<file path="src/logic/wdt_supervisor_pkg.sv">
// constants for the watchdog and reset-source supervisor
package wdt_supervisor_pkg;
   localparam int           ADDR_W          = 2;
   localparam int           DATA_W          = 8;
   localparam int           WDT_CNT_W       = 18;
   localparam logic [1:0]   OFS_WDT_CTRL    = 2'h0;
   localparam logic [1:0]   OFS_SYS_FLAGS   = 2'h1;
   localparam logic [1:0]   OFS_LV_THRESH   = 2'h2;
   // watchdog control fields
   localparam int           KEY_MSB         = 7;
   localparam int           KEY_LSB         = 3;
   localparam int           PSEL_MSB        = 2;
   localparam int           PSEL_LSB        = 0;
   localparam logic [4:0]   KEY_DISABLE     = 5'h15;
   localparam logic [4:0]   KEY_ENABLE      = 5'h0a;
   localparam logic [7:0]   WDT_CTRL_POR    = 8'h53;
   // control and flag register fields
   localparam int           BIT_WRF         = 0;
   localparam int           BIT_LRF         = 1;
   localparam int           BIT_LOW_VOLTAGE_RESET_FLAG        = 2;
   localparam int           BIT_SUBF        = 3;
   localparam int           BIT_FSYS        = 7;
   localparam logic [7:0]   SYS_FLAGS_MASK  = 8'h8f;
   localparam logic [7:0]   SYS_FLAGS_POR   = 8'h00;
   // threshold codes
   localparam logic [7:0]   THR_2V10        = 8'h55;
   localparam logic [7:0]   THR_2V55        = 8'h33;
   localparam logic [7:0]   THR_3V15        = 8'h99;
   localparam logic [7:0]   THR_3V80        = 8'haa;
   localparam logic [7:0]   LV_THRESH_POR   = 8'h55;
   localparam logic [7:0]   PORT_POR_VALUE  = 8'hff;
   // time-out exponent per period select code
   localparam logic [4:0]   PERIOD_EXP [8]  = '{5'h08, 5'h0a, 5'h0c, 5'h0e,
                                                5'h0f, 5'h10, 5'h11, 5'h12};
   // timing
   localparam int           CLK_FREQ_MHZ    = 20;
   localparam int           LVR_QUALIFY_US  = 100;
   localparam int           SRESET_SUB_CYC  = 4;

   function automatic logic [WDT_CNT_W-1:0] period_limit(
      input logic [2:0] psel);
      logic [WDT_CNT_W:0] one;
      one = (WDT_CNT_W+1)'(1);
      period_limit = WDT_CNT_W'((one << PERIOD_EXP[psel]) - one);
   endfunction

   function automatic logic thresh_valid(input logic [7:0] code);
      thresh_valid = (code == THR_2V10) || (code == THR_2V55) ||
                     (code == THR_3V15) || (code == THR_3V80);
   endfunction
endpackage

</file>
<file path="src/logic/wdt_supervisor.sv">
// watchdog timer, software-reset keys and low-voltage reset qualifier
//
// Local design decisions: the strobed register port and the placing of the registers.
`timescale 1ns/10ps
module wdt_supervisor
   import wdt_supervisor_pkg::*;
#(
   parameter int LVR_QUALIFY_TIME_US = LVR_QUALIFY_US, // qualify time, us
   parameter int SRESET_DELAY_SUB    = SRESET_SUB_CYC  // delay, sub cycles
)(
   input  wire logic              clk,                  // 20 MHz clock
   input  wire logic              rst_n,                // power-on reset
   input  wire logic [ADDR_W-1:0] addr,                 // register index
   input  wire logic [DATA_W-1:0] wdata,                // write data
   input  wire logic              wr,                   // write strobe
   input  wire logic              rd,                   // read strobe
   output logic [DATA_W-1:0]      rdata,                // read data
   input  wire logic              sub_clock,            // sub clock pin
   input  wire logic              low_supply,           // supply low pin
   input  wire logic              clear_wdt_insn,       // clear instruction
   input  wire logic              halt_insn,            // halt instruction
   input  wire logic              sleep_idle,           // in sleep or idle
   input  wire logic              power_down,           // in power down
   output logic                   device_reset,         // full reset pulse
   output logic                   pc_sp_clear,          // pc and sp clear
   output logic                   timeout_status_flag,  // time-out flag
   output logic                   system_clock_in_idle, // fsys in idle
   output logic [DATA_W-1:0]      threshold_code,       // threshold select
   output logic                   por_init,             // pc and port init
   output logic [DATA_W-1:0]      port_init_value       // port init value
);
   localparam int LVR_CYC_RAW = LVR_QUALIFY_TIME_US * CLK_FREQ_MHZ;
   localparam int LVR_CYC     = (LVR_CYC_RAW < 1) ? 1 : LVR_CYC_RAW;
   localparam int LVR_W       = $clog2(LVR_CYC + 1);
   localparam int SRST_W      = $clog2(SRESET_DELAY_SUB + 1);
   localparam logic [LVR_W-1:0]  LVR_LIMIT  = LVR_W'(LVR_CYC);
   localparam logic [SRST_W-1:0] SRST_LIMIT = SRST_W'(SRESET_DELAY_SUB);

   typedef enum logic [1:0] {ST_IDLE, ST_SRST_WAIT, ST_SRST_FIRE} srst_e;

   logic [2:0]           sub_sync_reg;
   logic [1:0]           low_sync_reg;
   logic                 sub_tick;
   logic                 low_s;
   logic [DATA_W-1:0]    wdt_ctrl_reg;
   logic [DATA_W-1:0]    sys_flags_reg;
   logic [DATA_W-1:0]    lv_thresh_reg;
   logic [WDT_CNT_W-1:0] wdt_cnt_reg;
   logic [LVR_W-1:0]     lvr_cnt_reg;
   logic                 lvr_fired_reg;
   logic [SRST_W-1:0]    srst_cnt_reg;
   srst_e                srst_reg;
   srst_e                srst_next;
   logic [DATA_W-1:0]    rdata_reg;
   logic                 device_reset_reg;
   logic                 pc_sp_clear_reg;
   logic                 timeout_reg;
   logic                 por_init_reg;
   logic [DATA_W-1:0]    port_init_reg;
   logic [4:0]           key;
   logic                 key_bad;
   logic                 thr_bad;
   logic                 wdt_run;
   logic                 wdt_ovf;
   logic                 ovf_normal;
   logic                 ovf_sleep;
   logic                 lvr_fire;
   logic                 srst_start;
   logic                 srst_fire;
   logic                 full_rst;

   // sub clock and supply pin synchronisers; edge taken after stage two
   always_ff @(posedge clk)
   begin
      if (!rst_n)
      begin
         sub_sync_reg <= 3'h0;
         low_sync_reg <= 2'h0;
      end
      else
      begin
         sub_sync_reg <= {sub_sync_reg[1:0], sub_clock};
         low_sync_reg <= {low_sync_reg[0], low_supply};
      end
   end

   assign sub_tick = sub_sync_reg[1] && !sub_sync_reg[2];
   assign low_s    = low_sync_reg[1];

   assign key        = wdt_ctrl_reg[KEY_MSB:KEY_LSB];
   assign key_bad    = (key != KEY_DISABLE) && (key != KEY_ENABLE);
   assign thr_bad    = !thresh_valid(lv_thresh_reg);
   assign wdt_run    = (key == KEY_ENABLE) && (srst_reg == ST_IDLE);
   assign wdt_ovf    = wdt_run && sub_tick && (wdt_cnt_reg ==
                       period_limit(wdt_ctrl_reg[PSEL_MSB:PSEL_LSB]));
   assign ovf_normal = wdt_ovf && !sleep_idle;
   assign ovf_sleep  = wdt_ovf && sleep_idle;
   // a bad key or threshold is caught whenever it appears, not only on write
   assign srst_start = (srst_reg == ST_IDLE) && (key_bad || thr_bad);
   assign srst_fire  = (srst_reg == ST_SRST_FIRE);
   assign lvr_fire   = low_s && !power_down && !lvr_fired_reg &&
                       (lvr_cnt_reg == LVR_LIMIT);
   assign full_rst   = ovf_normal || lvr_fire || srst_fire;

   // software reset sequencer: wait the delay in sub ticks, then fire
   always_comb
   begin
      srst_next = srst_reg;
      case (srst_reg)
         ST_IDLE:
            if (key_bad || thr_bad)
               srst_next = ST_SRST_WAIT;
         ST_SRST_WAIT:
            if (sub_tick && (srst_cnt_reg >= SRST_LIMIT))
               srst_next = ST_SRST_FIRE;
         ST_SRST_FIRE:
            srst_next = ST_IDLE;
         default:
            srst_next = ST_IDLE;
      endcase
   end

   always_ff @(posedge clk)
   begin
      if (!rst_n)
         srst_reg <= ST_IDLE;
      else
         srst_reg <= srst_next;
   end

   always_ff @(posedge clk)
   begin
      if (!rst_n)
         srst_cnt_reg <= '0;
      else if (srst_reg != ST_SRST_WAIT)
         srst_cnt_reg <= '0;
      else if (sub_tick && (srst_cnt_reg < SRST_LIMIT))
         srst_cnt_reg <= srst_cnt_reg + SRST_W'(1);
   end

   // watchdog counter
   always_ff @(posedge clk)
   begin
      if (!rst_n)
         wdt_cnt_reg <= '0;
      else if (!wdt_run || clear_wdt_insn || halt_insn || full_rst ||
               wdt_ovf)
         wdt_cnt_reg <= '0;
      else if (sub_tick)
         wdt_cnt_reg <= wdt_cnt_reg + WDT_CNT_W'(1);
   end

   // watchdog control register; every full reset reloads it
   always_ff @(posedge clk)
   begin
      if (!rst_n)
         wdt_ctrl_reg <= WDT_CTRL_POR;
      else if (full_rst)
         wdt_ctrl_reg <= WDT_CTRL_POR;
      else if (wr && (addr == OFS_WDT_CTRL))
         wdt_ctrl_reg <= wdata;
   end

   // threshold register; only an invalid code reloads it
   always_ff @(posedge clk)
   begin
      if (!rst_n)
         lv_thresh_reg <= LV_THRESH_POR;
      else if (srst_fire && thr_bad)
         lv_thresh_reg <= LV_THRESH_POR;
      else if (wr && (addr == OFS_LV_THRESH) && !lvr_fire)
         lv_thresh_reg <= wdata;
   end

   // reset-cause flags: hardware set wins over a software write
   always_ff @(posedge clk)
   begin
      if (!rst_n)
         sys_flags_reg <= SYS_FLAGS_POR;
      else
      begin
         if (wr && (addr == OFS_SYS_FLAGS))
            sys_flags_reg <= wdata & SYS_FLAGS_MASK;
         if (srst_start && key_bad)
            sys_flags_reg[BIT_WRF] <= 1'b1;
         if (srst_start && thr_bad)
            sys_flags_reg[BIT_LRF] <= 1'b1;
         if (lvr_fire)
            sys_flags_reg[BIT_LOW_VOLTAGE_RESET_FLAG] <= 1'b1;
      end
   end

   // low-voltage qualify counter, rearmed when the supply recovers
   always_ff @(posedge clk)
   begin
      if (!rst_n)
      begin
         lvr_cnt_reg   <= '0;
         lvr_fired_reg <= 1'b0;
      end
      else if (!low_s || power_down)
      begin
         lvr_cnt_reg   <= '0;
         lvr_fired_reg <= 1'b0;
      end
      else
      begin
         if (lvr_cnt_reg < LVR_LIMIT)
            lvr_cnt_reg <= lvr_cnt_reg + LVR_W'(1);
         if (lvr_fire)
            lvr_fired_reg <= 1'b1;
      end
   end

   // time-out flag: set by overflow, cleared by halt; set wins
   always_ff @(posedge clk)
   begin
      if (!rst_n)
         timeout_reg <= 1'b0;
      else if (wdt_ovf)
         timeout_reg <= 1'b1;
      else if (halt_insn)
         timeout_reg <= 1'b0;
   end

   always_ff @(posedge clk)
   begin
      if (!rst_n)
      begin
         device_reset_reg <= 1'b0;
         pc_sp_clear_reg  <= 1'b0;
      end
      else
      begin
         device_reset_reg <= full_rst;
         pc_sp_clear_reg  <= ovf_sleep || full_rst;
      end
   end

   // program counter and port preset on power-on and full resets
   always_ff @(posedge clk)
   begin
      if (!rst_n)
      begin
         por_init_reg  <= 1'b1;
         port_init_reg <= PORT_POR_VALUE;
      end
      else
      begin
         por_init_reg  <= full_rst;
         port_init_reg <= PORT_POR_VALUE;
      end
   end

   // register read, data valid in the cycle after the strobe
   always_ff @(posedge clk)
   begin
      if (!rst_n)
         rdata_reg <= '0;
      else if (rd)
      begin
         case (addr)
            OFS_WDT_CTRL:  rdata_reg <= wdt_ctrl_reg;
            OFS_SYS_FLAGS: rdata_reg <= sys_flags_reg & SYS_FLAGS_MASK;
            OFS_LV_THRESH: rdata_reg <= lv_thresh_reg;
            default:       rdata_reg <= '0;
         endcase
      end
      else
         rdata_reg <= '0;
   end

   assign rdata                = rdata_reg;
   assign device_reset         = device_reset_reg;
   assign pc_sp_clear          = pc_sp_clear_reg;
   assign timeout_status_flag  = timeout_reg;
   assign system_clock_in_idle = sys_flags_reg[BIT_FSYS];
   assign threshold_code       = lv_thresh_reg;
   assign por_init             = por_init_reg;
   assign port_init_value      = port_init_reg;
endmodule

</file>
<file path="config.mk">
export PLATFORM = sky130hd
export DESIGN_NAME = wdt_supervisor
export DESIGN_NICKNAME = d
export VERILOG_FILES = /design/src/logic/wdt_supervisor_pkg.sv /design/src/logic/wdt_supervisor.sv
export SDC_FILE = /design/constraint.sdc
export NUM_CORES = 1
export LEC_CHECK = 0
export ABC_AREA = 0
export BUFFER_PORTS_ARGS = -buffer_cell sky130_fd_sc_hd__clkbuf_2
export CAP_MARGIN = 10
export CORE_MARGIN = 3
export CORE_UTILIZATION = 40
export DETAILED_ROUTE_END_ITERATION = 16
export HOLD_SLACK_MARGIN = 0.05
export PLACE_DENSITY_LB_ADDON = 0.15
export SLEW_MARGIN = 25
export SYNTH_ARGS = -nofsm -noshare
export SYNTH_HDL_FRONTEND = slang
export SYNTH_SLANG_ARGS = --single-unit
</file>
<file path="constraint.sdc">
create_clock -name clk -period 3.2 [get_ports clk]
set_input_delay 0.48 -clock clk [delete_from_list [all_inputs] [get_ports clk]]
set_output_delay 0.48 -clock clk [all_outputs]
set_load 0.05 [all_outputs]
</file>
# After elaboration in Yosys (flattened, before gate mapping)
# Memories as Yosys holds them, arrays and structs flattened.
# Index checks and enable logic that the tools add are counted.
[classes]
magnitude_cmp = 4
n_mux = 12
n_reduce_logical = 53
n_div = 0
n_bitwise = 2
shift = 1
eq_ne = 16
mul = 0
n_addsub = 4
[ops]
columns = ["operator", "count"]
rows = [
  ["$pmux 8 s3", 1],
  ["$logic_and 1x1->1", 20],
  ["$add 18x1->18 const B", 1],
  ["$eq 18x18->1", 1],
  ["$shl 1x5->18 const A", 1],
  ["$sub 18x1->18 const B", 1],
  ["$eq 8x8->1 const B", 2],
  ["$logic_or 1x1->1", 12],
  ["$add 11x1->11 const B", 1],
  ["$eq 11x11->1 const B", 1],
  ["$lt 11x11->1 const B", 1],
  ["$mux 5", 2],
  ["$reduce_or 2->1", 5],
  ["$eq 8x6->1 const B", 1],
  ["$eq 8x7->1 const B", 1],
  ["$logic_not 1->1", 8],
  ["$reduce_bool 2->1", 4],
  ["$eq 5x4->1 const B", 1],
  ["$mux 1", 5],
  ["$ne 5x4->1 const B", 1],
  ["$ne 5x5->1 const B", 1],
  ["$eq 2x1->1 const B", 2],
  ["$eq 2x2->1 const B", 2],
  ["$ge 4x4->1 const B", 1],
  ["12 further kinds", 16],
]
[totals]
elab_cells = 111
mem_bits_ro = 40
latchBits = 0
output_inout_bits = 29
in_bits = 20
regBits = 73
mem_count = 1
mem_bits_rw = 0
[memory_table]
columns = ["name", "depth", "word_bits", "rd", "rd_clocked_by_memory_dff", "wr", "line", "source"]
rows = [
  ["(name not given)", 8, 5, 1, 0, 0, "wdt_supervisor_pkg.sv:44", "period_limit = WDT_CNT_W'((one << PERIOD_EXP[psel]) - one);"],
]

# Depth between registers and ports, before layout
[depth]
ltp_word = 14
ltp_mapped = 10
mapped_depth_nobuf = 7

# Worst setup path before layout
# OpenSTA, ideal clock, no wires.
[synth_path]
kind = "register -> register"
startpoint = "register wdt_ctrl_reg[1]"
endpoint = "register wdt_ctrl_reg[0]"
t_arrival_ns = 2.153
period_less_slack_ns = 2.272
stages_incl_launch_ff = 10
required_ns = 3.080
n_path_buf = 2
setup_ns = 0.120
path_slack_ns = 0.928
cell_sequence = "dfxtp_1 -> buf_2 -> inv_1 -> ha_1 -> nor3b_2 -> and4b_1 -> nor4_1 -> nor4_2 -> buf_4 -> a211o_1"
[synth_via]
elab_chain_cells = 12
[synth_rtl]
columns = ["item", "line", "source"]
rows = [
  ["from (decl)", "wdt_supervisor.sv:45", "logic [DATA_W-1:0] wdt_ctrl_reg;"],
  ["from (signal assigned)", "wdt_supervisor.sv:161", "wdt_ctrl_reg <= wdata;"],
  ["$not 3->4 (implied by the code)", "wdt_supervisor_pkg.sv:44", ""],
  ["$mem_v2 8x5", "-", ""],
  ["$mux 5 (implied by the code) (2 in a row)", "wdt_supervisor_pkg.sv:44", ""],
  ["$shl 1x5->18", "wdt_supervisor_pkg.sv:44", ""],
  ["$sub 18x1->18", "wdt_supervisor_pkg.sv:44", ""],
  ["$eq 18x18->1", "wdt_supervisor.sv:94", "assign wdt_ovf = wdt_run && sub_tick && (wdt_cnt_reg =="],
  ["$logic_and 1x1->1", "wdt_supervisor.sv:94", ""],
  ["$logic_and 1x1->1", "wdt_supervisor.sv:96", "assign ovf_normal = wdt_ovf && !sleep_idle;"],
  ["$logic_or 1x1->1 (2 in a row)", "wdt_supervisor.sv:103", "assign full_rst = ovf_normal || lvr_fire || srst_fire;"],
  ["$reduce_or 2->1 (no line)", "-", ""],
]
# No other way between the ends. The select of a mux whose other input is x is not followed.
# A chain may end at the register's enable or synchronous reset.

# Worst setup path after layout
[layout_path]
startpoint = "register wdt_ctrl_reg[1]"
endpoint = "register wdt_ctrl_reg[1]"
# Same word-level chain as after synthesis.

==> impl_metrics.csv <==
group,metric,value,unit
synthesis,synth-seq-cells,73,
timing,hold_slack,342.8,ps
finish,drive_gt1_share,18.43,%
route,dr.pass1.iters,4,
setup_path,cp.required,3430,ps
timing,tightestPinTransition,818.8,ps
finish,layout.nets,455,
synthesis,synth_top_area_share,40.56,%
clocking,cts.htree.levels,3,
clocking,postCtsSetupBuffers,0,
route,drtIter0Drc,92,
setup_path,path_class,"reg -> reg",
placed_design,dp_hpwl,5.535,mm
clocking,postCtsHoldBufs,0,
timing,setup_tns,0,ps
synthesis,syn-mean-instance-area,9.216,um^2
synthesis,synthesis.area,3603,um^2
global_route,grt_overflow,0,
synthesis,yosysSeqAreaShare,40.56,%
timing,drv_slew,0,
synthesis,synthCells,391,
finish,largest_register_ff_count,18,
clocking,cts_buffer_depth,2,
finish,final_cell_mix,"dfxtp_1, clkbuf_2, nor2_1",
route,via_per_inst,5.239,
global_route,grt_max_degree,23,
timing,finClkSkew,7.710,ps
global_route,grt_pass1_vias,2612,
clocking,cts.repair.resized,0,
synthesis,synth-edff-count,0,
clocking,clock_tree.root_cell,"clkbuf_8",
floorplanning,core-area,8464,um^2
placed_design,globalplace.congestion,0.7864,
synthesis,synth.area.top_cells,"dfxtp_1, mux2i_1, xor2_1, nor2_1, nand2_1",
floorplanning,start_util,42.57,%
timing,fmax,371.5,MHz
timing,finalHoldViolCount,0,
floorplanning,die_w,100.9,um
synthesis,ys_types,59,
route,route.detailed.drc,0,
clocking,numCtsBuffers,9,
placed_design,place.port_buffers,40,
global_route,antenna_found_initial,0,
route,ant_nets,0,
finish,antenna_cells,0,
setup_path,path_max_fanout,9,
setup_path,start_kind,"register",
route,vias,2824,
global_route,grt_use_total,15.71,%
synthesis,synth_ff_type,"dfxtp_1",
synthesis,ys_warn_count,0,
timing,maxSlewHeadroom,45.17,%
finish,layout_commonest_cell,"dfxtp_1",
synthesis,async_reset_ff_share,0,%
synthesis,yosysTopAreaCell,"dfxtp_1",
timing,finalCritPeriodShare,84.13,%
floorplanning,die_h,100.9,um
timing,rsz0062_at_grt,"no",
placed_design,pre_cts_ws,536.6,ps
floorplanning,die_area,10180,um^2
finish,synthToLayoutAreaGrowth,13.89,%
run_status,status,"completed",
route,wl_per_cell,14.41,um
timing,layout_min_cycle_time,2692,ps
timing,setup_viol,0,
floorplanning,num_io_pins,49,
pwr,total_power,2.041,mW
worst_hold_path,hold_path_class,"in -> reg",
pwr,peakVddDrop,0.2015,mV
pwr,power_leakage,1.556,nW
run,cap_violations,0,
global_route,grt_pass1_wl,12.77,mm
clocking,path_clk_slew,80,ps
clocking,clk_latency,340,ps
clocking,cts_sinks,73,
clocking,cts_tree,"built",
timing,timing.final.ws_setup,507.9,ps
setup_path,cp-end-kind,"register",
route,drt-total-wl,7.766,mm
setup_path,cp.arrival,2920,ps
floorplanning,rows,33,
pwr,powerDensity,497.3,nW/um^2
## cell type report
class	instances	area, um^2
fill	810	4360
clock buffer	12	155.1
tap	105	131.4
timing repair buffer	44	230.2
clock inverter	4	98.84
inverter	10	37.54
sequential	73	1461
multi-input combinational	291	1989
## power breakdown
group,leakage (nW),internal (mW),total [mW],switching (mW)
sequential,0.593,0.928,0.949,0.0203
combinational,0.837,0.0602,0.181,0.120
clock,0.127,0.563,0.912,0.349
## synth_stat cells (2+ instances only)
master / instances
dfxtp_1: 73
nor2_1: 37
nand2_1: 28
mux2i_1: 24
xor2_1: 19
nand3_1: 16
a21oi_1: 12
nor3_1: 12
nor3_2: 10
xnor2_1: 10
buf_4: 9
nand4_1: 9
clkbuf_1: 8
inv_1: 7
nand3b_1: 7
a21boi_0: 6
and2_1: 6
buf_2: 6
ha_1: 6
nor4_1: 6
o21ai_0: 6
a211o_1: 5
a211oi_1: 5
nor2b_1: 5
nor4bb_1: 5
and3_1: 4
and4_1: 4
and4b_1: 3
nor3b_1: 3
o2111ai_1: 3
o21a_1: 3
a21o_1: 2
inv_2: 2
mux2_2: 2
nand2b_1: 2
nand4b_1: 2
or4_1: 2
## kinds of logic after synthesis
| group | after synthesis | synth area share [%] |
|---|---|---|
| flip-flops | 73 | 40.56 |
| AO/OA/AOI/OAI | 52 | 10.38 |
| adder cells (fa/ha/maj) | 6 | 2.083 |
| multiplexers | 26 | 7.292 |
| buffers and inverters | 36 | 5.416 |
| AND/OR/NAND/NOR | 168 | 27.12 |
| other | 1 | 0.1041 |
| XOR/XNOR | 29 | 7.049 |
## through the flow
step,cell area [um^2],util (%),cells
3_5_place_dp,3850,45.48,523
2_1_floorplan,3637,-,400
5_1_grt,4104,48.48,539
3_3_place_gp,3850,45.48,523
6_report,4104,48.48,539
4_1_cts,4104,48.48,539
## path summary, 6_finish.rpt
path              startpoint         endpoint  slack [ps]  cells after the start
min               low_supply  low_sync_reg[0]         340                      2
max          wdt_ctrl_reg[1]  wdt_ctrl_reg[1]         510                      8
min reg2reg  low_sync_reg[0]  low_sync_reg[1]         430                      1
max reg2reg  wdt_ctrl_reg[1]  wdt_ctrl_reg[1]         510                      8
## metal layers
metal / wire length (um) / part of all wire (%) / vias up / GRT usage, %
met2: 3461 / 45 / 46 / 23.80
met3: 289 / 3.7 / 10 / 2.907
met4: 111 / 1.4 / 0 / 6.646
met5: 0 / 0 / - / 0
li1: - / - / 1463 / -
met1: 3903 / 50 / 1305 / 21.84
## critical path, stage by stage (launching register included)
cell	delay [ps]
dfxtp_1	500
inv_1	120
ha_1	350
nor3b_2	190
and4b_1	200
nor4_1	620
nor4_4	100
buf_4	200
a211o_1	290
Note: power is estimated with default switching activity, not from simulation.
